## src/hw/psp_cfg.svh

```systemverilog
// Constants for the parallel slave port
//
// Operation
// - Slave select bit enables port unless dual/quad PWM
// - Master accesses data latch asynchronously, one byte
// - Control pins: read, write, chip select strobes
// - Strobe pin directions must be inputs
// - Analog config field must be 1010..1111
// - Write spans CS and WR low; latch on end
// - Write end sets interrupt and input-full flags
// - Read start drives latch, clears output-full
// - Software write during read drives, no flag
// - Read end releases pins, sets interrupt flag
// - Input-full and output-full flags stay readable
`ifndef PSP_CFG_SVH
`define PSP_CFG_SVH
`define PSP_DATA_W 8
`define PSP_SEL_BIT 4
`define PSP_RD_PIN 0
`define PSP_WR_PIN 1
`define PSP_CS_PIN 2
`define PSP_CFG_MIN 4'ha
`define PSP_PWM_SINGLE 2'h0
`endif

```

## src/hw/psp_pkg.sv

```systemverilog
// Types for the parallel slave port
package psp_pkg;
  typedef enum logic [2:0] {
    PSP_IDLE = 3'b001,
    PSP_WRITE = 3'b010,
    PSP_READ = 3'b100
  } psp_state_t;
endpackage : psp_pkg

```

## src/hw/parallel_slave_port.sv

```systemverilog
// Parallel slave port top
`timescale 1ns/1ps
`default_nettype none
`include "psp_cfg.svh"
module parallel_slave_port import psp_pkg::*; #(
  parameter int DW = `PSP_DATA_W
) (
  input wire logic clk_i,
  input wire logic rst_n_i,
  input wire logic [7:0] control_port_direction_i,
  input wire logic [3:0] port_config_field_i,
  input wire logic [1:0] pwm_mode_i,
  input wire logic [2:0] control_port_i,
  input wire logic [DW-1:0] data_pin_i,
  output logic [DW-1:0] data_pin_o,
  output logic [DW-1:0] data_pin_oe_n_o,
  input wire logic sw_wr_i,
  input wire logic [DW-1:0] sw_wdata_i,
  input wire logic sw_rd_i,
  input wire logic irq_flag_clr_i,
  output logic [DW-1:0] input_latch_o,
  output logic slave_port_select_o,
  output logic slave_port_irq_flag_o,
  output logic input_buffer_full_o,
  output logic output_buffer_full_o
);
  logic [2:0] strb_s;
  logic [DW-1:0] din_s;
  logic en;
  logic wr_end;
  logic rd_start;
  logic rd_end;
  logic reading;
  logic [DW-1:0] out_q, out_d, in_q, in_d;
  logic ibf_q, ibf_d, obf_q, obf_d, irq_q, irq_d, drv_q, drv_d, en_q, en_d;
  logic [DW-1:0] oe_n_q;

  psp_sync #(.W(3), .RST_VAL(3'h7)) u_sync_strb (
    .clk_i(clk_i),
    .rst_n_i(rst_n_i),
    .d_i(control_port_i),
    .q_o(strb_s)
  );
  psp_sync #(.W(DW), .RST_VAL('0)) u_sync_data (
    .clk_i(clk_i),
    .rst_n_i(rst_n_i),
    .d_i(data_pin_i),
    .q_o(din_s)
  );

  // Mode gating
  assign en = control_port_direction_i[`PSP_SEL_BIT]
    && (pwm_mode_i == `PSP_PWM_SINGLE)
    && (&control_port_direction_i[`PSP_CS_PIN:`PSP_RD_PIN])
    && (port_config_field_i >= `PSP_CFG_MIN);

  psp_strobe u_strobe (
    .clk_i(clk_i),
    .rst_n_i(rst_n_i),
    .en_i(en),
    .cs_n_i(strb_s[`PSP_CS_PIN]),
    .rd_n_i(strb_s[`PSP_RD_PIN]),
    .wr_n_i(strb_s[`PSP_WR_PIN]),
    .wr_end_o(wr_end),
    .rd_start_o(rd_start),
    .rd_end_o(rd_end),
    .reading_o(reading)
  );

  always_comb begin
    out_d = out_q;
    in_d = in_q;
    ibf_d = ibf_q;
    obf_d = obf_q;
    irq_d = irq_q;
    drv_d = drv_q;
    en_d = en;
    if (sw_wr_i) begin
      out_d = sw_wdata_i;
      obf_d = !(reading || rd_start);
    end
    if (rd_start) begin
      drv_d = 1'b1;
      obf_d = 1'b0;
    end
    if (rd_end || !en) begin
      drv_d = 1'b0;
    end
    if (sw_rd_i) begin
      ibf_d = 1'b0;
    end
    if (wr_end) begin
      in_d = din_s;
      ibf_d = 1'b1;
    end
    if (irq_flag_clr_i) begin
      irq_d = 1'b0;
    end
    if (wr_end || rd_end) begin
      irq_d = 1'b1;
    end
  end

  always_ff @(posedge clk_i or negedge rst_n_i) begin
    if (!rst_n_i) begin
      out_q <= '0;
      in_q <= '0;
      ibf_q <= 1'b0;
      obf_q <= 1'b0;
      irq_q <= 1'b0;
      drv_q <= 1'b0;
      oe_n_q <= '1;
      en_q <= 1'b0;
    end else begin
      out_q <= out_d;
      in_q <= in_d;
      ibf_q <= ibf_d;
      obf_q <= obf_d;
      irq_q <= irq_d;
      drv_q <= drv_d;
      oe_n_q <= {DW{!drv_d}};
      en_q <= en_d;
    end
  end

  assign data_pin_o = out_q;
  assign data_pin_oe_n_o = oe_n_q;
  assign input_latch_o = in_q;
  assign slave_port_select_o = en_q;
  assign slave_port_irq_flag_o = irq_q;
  assign input_buffer_full_o = ibf_q;
  assign output_buffer_full_o = obf_q;
endmodule : parallel_slave_port
`default_nettype wire

```

## src/hw/psp_strobe.sv

```systemverilog
// Access detector on synchronized strobes
`timescale 1ns/1ps
`default_nettype none
module psp_strobe import psp_pkg::*; (
  input wire logic clk_i,
  input wire logic rst_n_i,
  input wire logic en_i,
  input wire logic cs_n_i,
  input wire logic rd_n_i,
  input wire logic wr_n_i,
  output logic wr_end_o,
  output logic rd_start_o,
  output logic rd_end_o,
  output logic reading_o
);
  psp_state_t st_q;
  psp_state_t st_d;
  always_comb begin
    st_d = st_q;
    wr_end_o = 1'b0;
    rd_start_o = 1'b0;
    rd_end_o = 1'b0;
    case (st_q)
      PSP_IDLE: begin
        if (en_i && !cs_n_i && !wr_n_i) begin
          st_d = PSP_WRITE;
        end else if (en_i && !cs_n_i && !rd_n_i) begin
          st_d = PSP_READ;
          rd_start_o = 1'b1;
        end
      end
      PSP_WRITE: begin
        if (cs_n_i || wr_n_i || !en_i) begin
          st_d = PSP_IDLE;
          wr_end_o = en_i;
        end
      end
      PSP_READ: begin
        if (cs_n_i || rd_n_i || !en_i) begin
          st_d = PSP_IDLE;
          rd_end_o = 1'b1;
        end
      end
      default: st_d = PSP_IDLE;
    endcase
  end
  always_ff @(posedge clk_i or negedge rst_n_i) begin
    if (!rst_n_i) begin
      st_q <= PSP_IDLE;
    end else begin
      st_q <= st_d;
    end
  end
  assign reading_o = (st_q == PSP_READ);
endmodule : psp_strobe
`default_nettype wire

```

## src/hw/psp_sync.sv

```systemverilog
// Two-flop synchronizer
`timescale 1ns/1ps
`default_nettype none
module psp_sync #(
  parameter int W = 3,
  parameter logic [W-1:0] RST_VAL = '1
) (
  input wire logic clk_i,
  input wire logic rst_n_i,
  input wire logic [W-1:0] d_i,
  output logic [W-1:0] q_o
);
  logic [W-1:0] s1_q;
  logic [W-1:0] s2_q;
  always_ff @(posedge clk_i or negedge rst_n_i) begin
    if (!rst_n_i) begin
      s1_q <= RST_VAL;
      s2_q <= RST_VAL;
    end else begin
      s1_q <= d_i;
      s2_q <= s1_q;
    end
  end
  assign q_o = s2_q;
endmodule : psp_sync
`default_nettype wire

```

## config.mk

```make
export PLATFORM = sky130hd
export DESIGN_NAME = parallel_slave_port
export DESIGN_NICKNAME = d
export VERILOG_FILES = /design/src/hw/psp_pkg.sv /design/src/hw/parallel_slave_port.sv /design/src/hw/psp_strobe.sv /design/src/hw/psp_sync.sv
export VERILOG_INCLUDE_DIRS = /design/src /design/src/hw
export SDC_FILE = /design/constraint.sdc
export NUM_CORES = 1
export LEC_CHECK = 0
export ABC_AREA = 0
export CORE_MARGIN = 3
export CORE_UTILIZATION = 50
export CTS_CLUSTER_SIZE = 16
export DETAILED_ROUTE_END_ITERATION = 16
export DONT_BUFFER_PORTS = 1
export HOLD_SLACK_MARGIN = 0.02
export PLACE_DENSITY = 0.71
export SYNTH_ARGS = -nofsm -noshare
export SYNTH_HDL_FRONTEND = slang
export SYNTH_SLANG_ARGS = --single-unit
```

## constraint.sdc

```tcl
create_clock -name clk_i -period 3.5 [get_ports clk_i]
set_input_delay 0.175 -clock clk_i [delete_from_list [all_inputs] [get_ports clk_i]]
set_output_delay 0.175 -clock clk_i [all_outputs]
set_load 0.03 [all_outputs]
```

==> flow_summary.json, run 1 <==
{
  "min-delay-start": "sw_wr_i",
  "arrival_ns": 1.69,
  "drc": 0,
  "htree_levels": 2,
  "fp.dieH_um": 63.7,
  "antenna_left": 0,
  "final_cells": 179,
  "max_freq_ghz": 0.536,
  "p_int_w": 0.000729,
  "grt_pass1_vias": 995,
  "finalSetupViolations": 0,
  "worstSetupStartpoint": "data_pin_oe_n_o[0]",
  "dp_hpwl_um": 1680,
  "comb_power_share_pct": 6.9,
  "grt_use_total_pct": 15.9,
  "status": "finished, final reports clean",
  "ys_async_sr_fraction_pct": 100,
  "timing.final.crit_share_pct": 53.3,
  "clock-sinks": 47,
  "grt.overflow.total": 0,
  "synth_area_um2": 1660,
  "ys_seq_elements": 47,
  "period_minus_slack_ns": 1.87,
  "grt_pass1_wl_um": 4710,
  "pwr-share-seq_pct": 64.3,
  "switchingPower_w": 0.000203,
  "detail_route.wirelength_um": 2790,
  "antenna_found_initial": 0,
  "syn_area_per_cell_um2": 15.8,
  "hp-class": "input port to register",
  "p_per_area_nw_per_um2": 454,
  "synth_top_area_share_pct": 58.6,
  "cts_hold_buffers": 32,
  "cap_violations": 0,
  "skew_ns": 0.00665,
  "path_class": "register to output port",
  "synth-edff-count": 0,
  "sw_frac_of_total_pct": 21.7,
  "grt_max_degree": 48,
  "initial_utilization_pct": 53.6,
  "slew_violations": 0,
  "dp.cells": 139,
  "yosysSeqAreaShare_pct": 71.3,
  "worst_ep_required_time_ns": 3.32,
  "fillCellCount": 245,
  "setup.worst_path.end_class": "output port",
  "critPathLaunchType": "register",
  "fin_util_pct": 66.2,
  "p_leak_nw": 0.907,
  "synth_cells": 105,
  "cts_buffer_depth": 2,
  "yosys_warnings": 0,
  "crit_path_max_fanout": 8,
  "pin_count": 66,
  "via_per_inst": 5.09,
  "clock-root-buffer": "clkbuf_4",
  "port_buffers": 0,
  "synth_nets": 143,
  "cts_buffers": 5,
  "first_pass_iters": 4,
  "rsz0062_at_grt": "no",
  "rows": 20,
  "slew_headroom_pct": 22.5,
  "gp_congestion": 0.799,
  "cts_resized": 0,
  "core_area_um2": 3100,
  "post_drt_wl_per_cell_um": 15.6,
  "final.setup.tns_ns": 0,
  "finalHoldViolCount": 0,
  "num_vias": 911,
  "die-area_um2": 4060,
  "synthTopCellsByCount": "39 x dfrtp_1, 8 x dfstp_2, 8 x mux2_2, 8 x mux2_4, 7 x buf_4",
  "post_cts_buffers": 0,
  "clock_latency_ns": 0.35,
  "peakVddDrop_v": 0.000324,
  "synthFlopType": "dfrtp_1",
  "synthDistinctLibCells": 25,
  "clkPwrFrac_pct": 28.8,
  "r2r_start": "u_sync_strb.q_o[2]",
  "path_clk_slew_ns": 0.12,
  "drive_gt1_share_pct": 25.2,
  "fp.dieW_um": 63.7,
  "yosys.area.top_type": "dfrtp_1",
  "worst_pin_slew_ns": 1.17,
  "drt_iter0_drc": 50,
  "final_nets": 172,
  "n_antenna_cell": 0,
  "yosysMostFrequentCell": "dfrtp_1",
  "synthTopCellsByArea": "dfrtp_1 59%, dfstp_2 13%, mux2_4 7.2%, mux2_2 5.4%, buf_4 3.2%",
  "syn_to_final_growth_pct": 23.4,
  "cts_tree": "yes"
}
==> path summary, 6_finish.rpt <==
path,endpoint,slack [ns],depth (start not counted)
setup / recovery,data_pin_oe_n_o[6],1.63,0
hold / removal,output_buffer_full_o,0.04,2
setup reg to reg,input_latch_o[7],1.80,3
hold reg to reg,u_sync_data.q_o[6],0.36,0
max in group asynchronous,u_strobe.st_q[0],2.92,2
min in group asynchronous,input_latch_o[7],0.31,2
==> per-stage QoR <==
stage	instance area [um^2]	setup slack, ns	total power, W	hold WS, ns
global placement	1650	1.43	0.000623	-0.120
global route	2050	1.57	0.000976	0.0217
detailed placement	1650	1.41	0.000625	-0.120
floorplan	1660	1.48	0.000621	-0.121
finish	2050	1.63	0.000931	0.0413
CTS	2050	1.61	0.000942	0.0225
==> placed cells by master (no fill, tap or decap), types with 3 or more instances in the layout <==
cell | Yosys | layout
o21ai_0 | 3 | 3
nor4b_1 | 4 | 4
inv_1 | 4 | 4
clkbuf_4 | 0 | 5
mux2_2 | 8 | 8
mux2_4 | 8 | 8
dfrtp_1 | 39 | 39
nor2_1 | 4 | 4
nor3_1 | 3 | 3
dlygate4sd3_1 | 0 | 31
dfstp_2 | 8 | 8
==> cells by family after synthesis <==
| family | count (synthesis) | share of synthesized area, % |
|---|---|---|
| AND/OR/NAND/NOR | 20 | 7.67 |
| XOR/XNOR | 1 | 0.526 |
| flip-flops | 47 | 71.3 |
| multiplexers | 16 | 12.6 |
| buffers and inverters | 14 | 5.26 |
| AO/OA/AOI/OAI | 7 | 2.63 |
==> registers in the layout, summed over array words and instances (netlist names) <==
signal / count
data_pin_o: 8
u_sync_strb.q_o: 3
data_pin_oe_n_o: 1
input_buffer_full_o: 1
output_buffer_full_o: 1
u_sync_strb.s1_q: 3
slave_port_irq_flag_o: 1
u_sync_data.s1_q: 8
slave_port_select_o: 1
u_sync_data.q_o: 8
u_strobe.st_q: 3
drv_q: 1
input_latch_o: 8
==> per-layer routing <==
metal / wire [um] / track usage (%) / up-vias
li1: - / - / 410
met1: 1090 / 19.5 / 445
met2: 1390 / 24.3 / 47
met3: 208 / 4.81 / 9
met4: 92 / 9.97 / 0
met5: 0 / 0 / -
==> power groups by stage <==
stage / Combinational, W / Clock (W) / Sequential [W]
detailed placement: 0.0000160 / 0 / 0.000609
global placement: 0.0000146 / 0 / 0.000608
CTS: 0.0000633 / 0.000279 / 0.000599
finish: 0.0000644 / 0.000268 / 0.000598
floorplan: 0.0000159 / 0 / 0.000605
global route: 0.0000712 / 0.000303 / 0.000602
==> final cells by class <==
type | instances | area (um^2) | area share, %
flip-flops and latches | 47 | 1190 | 57.8
multi-input cells | 44 | 390 | 19.0
repair buffers | 32 | 338 | 16.5
clock buffers | 8 | 68.8 | 3.35
well taps | 44 | 55.1 | 2.68
inverters | 4 | 15.0 | 0.731
Power figures use the tool's default switching activity.
==> inputs of run 2 (changes only) <==
==> constraint.sdc (replaced) <==
create_clock -name clk_i -period 1.75 [get_ports clk_i]
set_input_delay 0.0875 -clock clk_i [delete_from_list [all_inputs] [get_ports clk_i]]
set_output_delay 0.0875 -clock clk_i [all_outputs]
set_load 0.03 [all_outputs]
==> flow_summary.json, run 2 (synthesis gave the netlist of run 1 again) <==
{
  "status": "finished, final reports clean",
  "fp.dieH_um": 63.7,
  "clock-sinks": 47,
  "grt_use_total_pct": 16.5,
  "use_met2_pct": 26.7,
  "worst_ep_required_time_ns": 1.99,
  "cp_slowest_stage_delay_ns": 0.61,
  "drive_gt1_share_pct": 26.6,
  "clock-root-buffer": "clkbuf_4",
  "post_cts_buffers": 0,
  "first_pass_iters": 4,
  "gp_congestion": 0.706,
  "hold_end": "drv_q",
  "htree_levels": 2,
  "antenna_left": 0,
  "use_met1_pct": 18.9,
  "n_antenna_cell": 0,
  "final_nets": 176,
  "arrival_ns": 1.93,
  "rr_endpoint": "input_latch_o[0]",
  "grt_max_degree": 48,
  "finalSetupViolations": 0,
  "antenna_found_initial": 0,
  "cts_buffers": 5,
  "peakVddDrop_v": 0.000612,
  "grt.overflow.total": 0,
  "fillCellCount": 241,
  "critPathLaunchType": "register",
  "num_vias": 914,
  "clock_latency_ns": 0.35,
  "port_buffers": 0,
  "cts_buffer_depth": 2,
  "max_freq_ghz": 0.591,
  "core_area_um2": 3100,
  "hp-class": "input port to register",
  "cap_violations": 0,
  "period_minus_slack_ns": 1.69,
  "grt_pass1_wl_um": 4940,
  "worstSetupStartpoint": "u_sync_strb.q_o[2]",
  "timing.final.crit_share_pct": 96.7,
  "fin_util_pct": 66.9,
  "slew_violations": 0,
  "slew_headroom_pct": 74.8,
  "final_cell_mix": "39 x dfrtp_1, 31 x dlygate4sd3_1, 8 x mux2_4, 8 x mux2_2, 8 x dfstp_2",
  "drc": 0,
  "crit_path_top_delay_cell": "or4_4",
  "r2r_start": "u_sync_strb.q_o[2]",
  "crit_path_cell_trace": "nor2_1 > or4_4 > mux2_4",
  "crit_path_max_fanout": 10,
  "min-delay-start": "pwm_mode_i[0]",
  "die-area_um2": 4060,
  "final.setup.tns_ns": 0,
  "drt_iter0_drc": 53,
  "path_clk_slew_ns": 0.12,
  "detail_route.wirelength_um": 2890,
  "cts_tree": "yes",
  "post_drt_wl_per_cell_um": 15.8,
  "p_leak_nw": 0.923,
  "pin_count": 66,
  "reg2reg_depth": 3,
  "worst_pin_slew_ns": 0.375,
  "path_class": "register to register",
  "finalHoldViolCount": 0,
  "top_usage_layer": "met2",
  "final_cells": 183,
  "fp.dieW_um": 63.7,
  "rrSetupSlack_ns": 0.06,
  "initial_utilization_pct": 53.6,
  "setup.worst_path.end_class": "register",
  "p_per_area_nw_per_um2": 861,
  "final_common_cell": "dfrtp_1",
  "grt_use_met3_pct": 6.60,
  "skew_ns": 0.0163,
  "dp_hpwl_um": 1750,
  "rows": 20,
  "dp.cells": 143,
  "hold_path_depth": 3,
  "grt_pass1_vias": 1024,
  "via_per_inst": 4.99,
  "rsz0062_at_grt": "no",
  "syn_to_final_growth_pct": 24.8
}
run 2: cell count changes in the layout (fill, tap and decap cells not counted):
cell / change
buf_4: +3
clkbuf_8: -2
clkbuf_1: +1
buf_12: +1
clkinv_2: +1
run 2: power by group:
| group | internal, W | switching (W) | leakage (nW) |
|---|---|---|---|
| clock network | 0.000157 | 0.000304 | 0.0293 |
| logic | 0.0000869 | 0.0000434 | 0.325 |
| registers | 0.00114 | 0.0000615 | 0.569 |
run 2: stage by stage:
step	setup slack, ns	area [um^2]	total power [W]	hold slack (ns)
floorplan	-0.0942	1670	0.00124	-0.208
global placement	-0.0319	1690	0.00125	-0.207
detailed placement	-0.0523	1690	0.00125	-0.207
CTS	0.0522	2080	0.00181	0.0483
global route	0.00877	2080	0.00188	0.0584
finish	0.0570	2080	0.00179	0.0633
run 2: worst max path at each step:
stage | cells after the start | to | slack (ns)
2_1_floorplan | 6 | input_latch_o[0] | -0.09
3_3_place_gp | 4 | input_latch_o[7] | -0.03
3_5_place_dp | 4 | input_latch_o[1] | -0.05
4_1_cts | 3 | input_latch_o[1] | 0.05
5_1_grt | 3 | input_latch_o[0] | 0.009
6_report | 3 | input_latch_o[0] | 0.06
run 2: layout make-up:
| type | count | area [um^2] | area share (%) |
|---|---|---|---|
| clock buffers | 7 | 45.0 | 2.17 |
| repair buffers | 36 | 380 | 18.3 |
| clock inverters | 1 | 5.00 | 0.241 |
| inverters | 4 | 15.0 | 0.723 |
| flip-flops and latches | 47 | 1190 | 57.1 |
| multi-input cells | 44 | 390 | 18.8 |
| well taps | 44 | 55.1 | 2.65 |
run 2: critical path: cells and delay by family, from the launching register on:
family	cells	cell delay, ns
AND/OR/NAND/NOR	2	0.68
flip-flops	1	0.58
multiplexers	1	0.34
run 2: routing by layer:
metal  routed length (um)  vias up  part of all wire (%)
met3                  258        7                   8.9
met1                 1100      441                    38
met5                    0        -                     0
met4                   66        0                   2.3
li1                     -      417                     -
met2                 1470       49                    51
run 2: what timing repair did:
action                                 CTS  global route
resized for setup                        0             0
hold buffers                            32             0
endpoints found under the hold margin   69             0
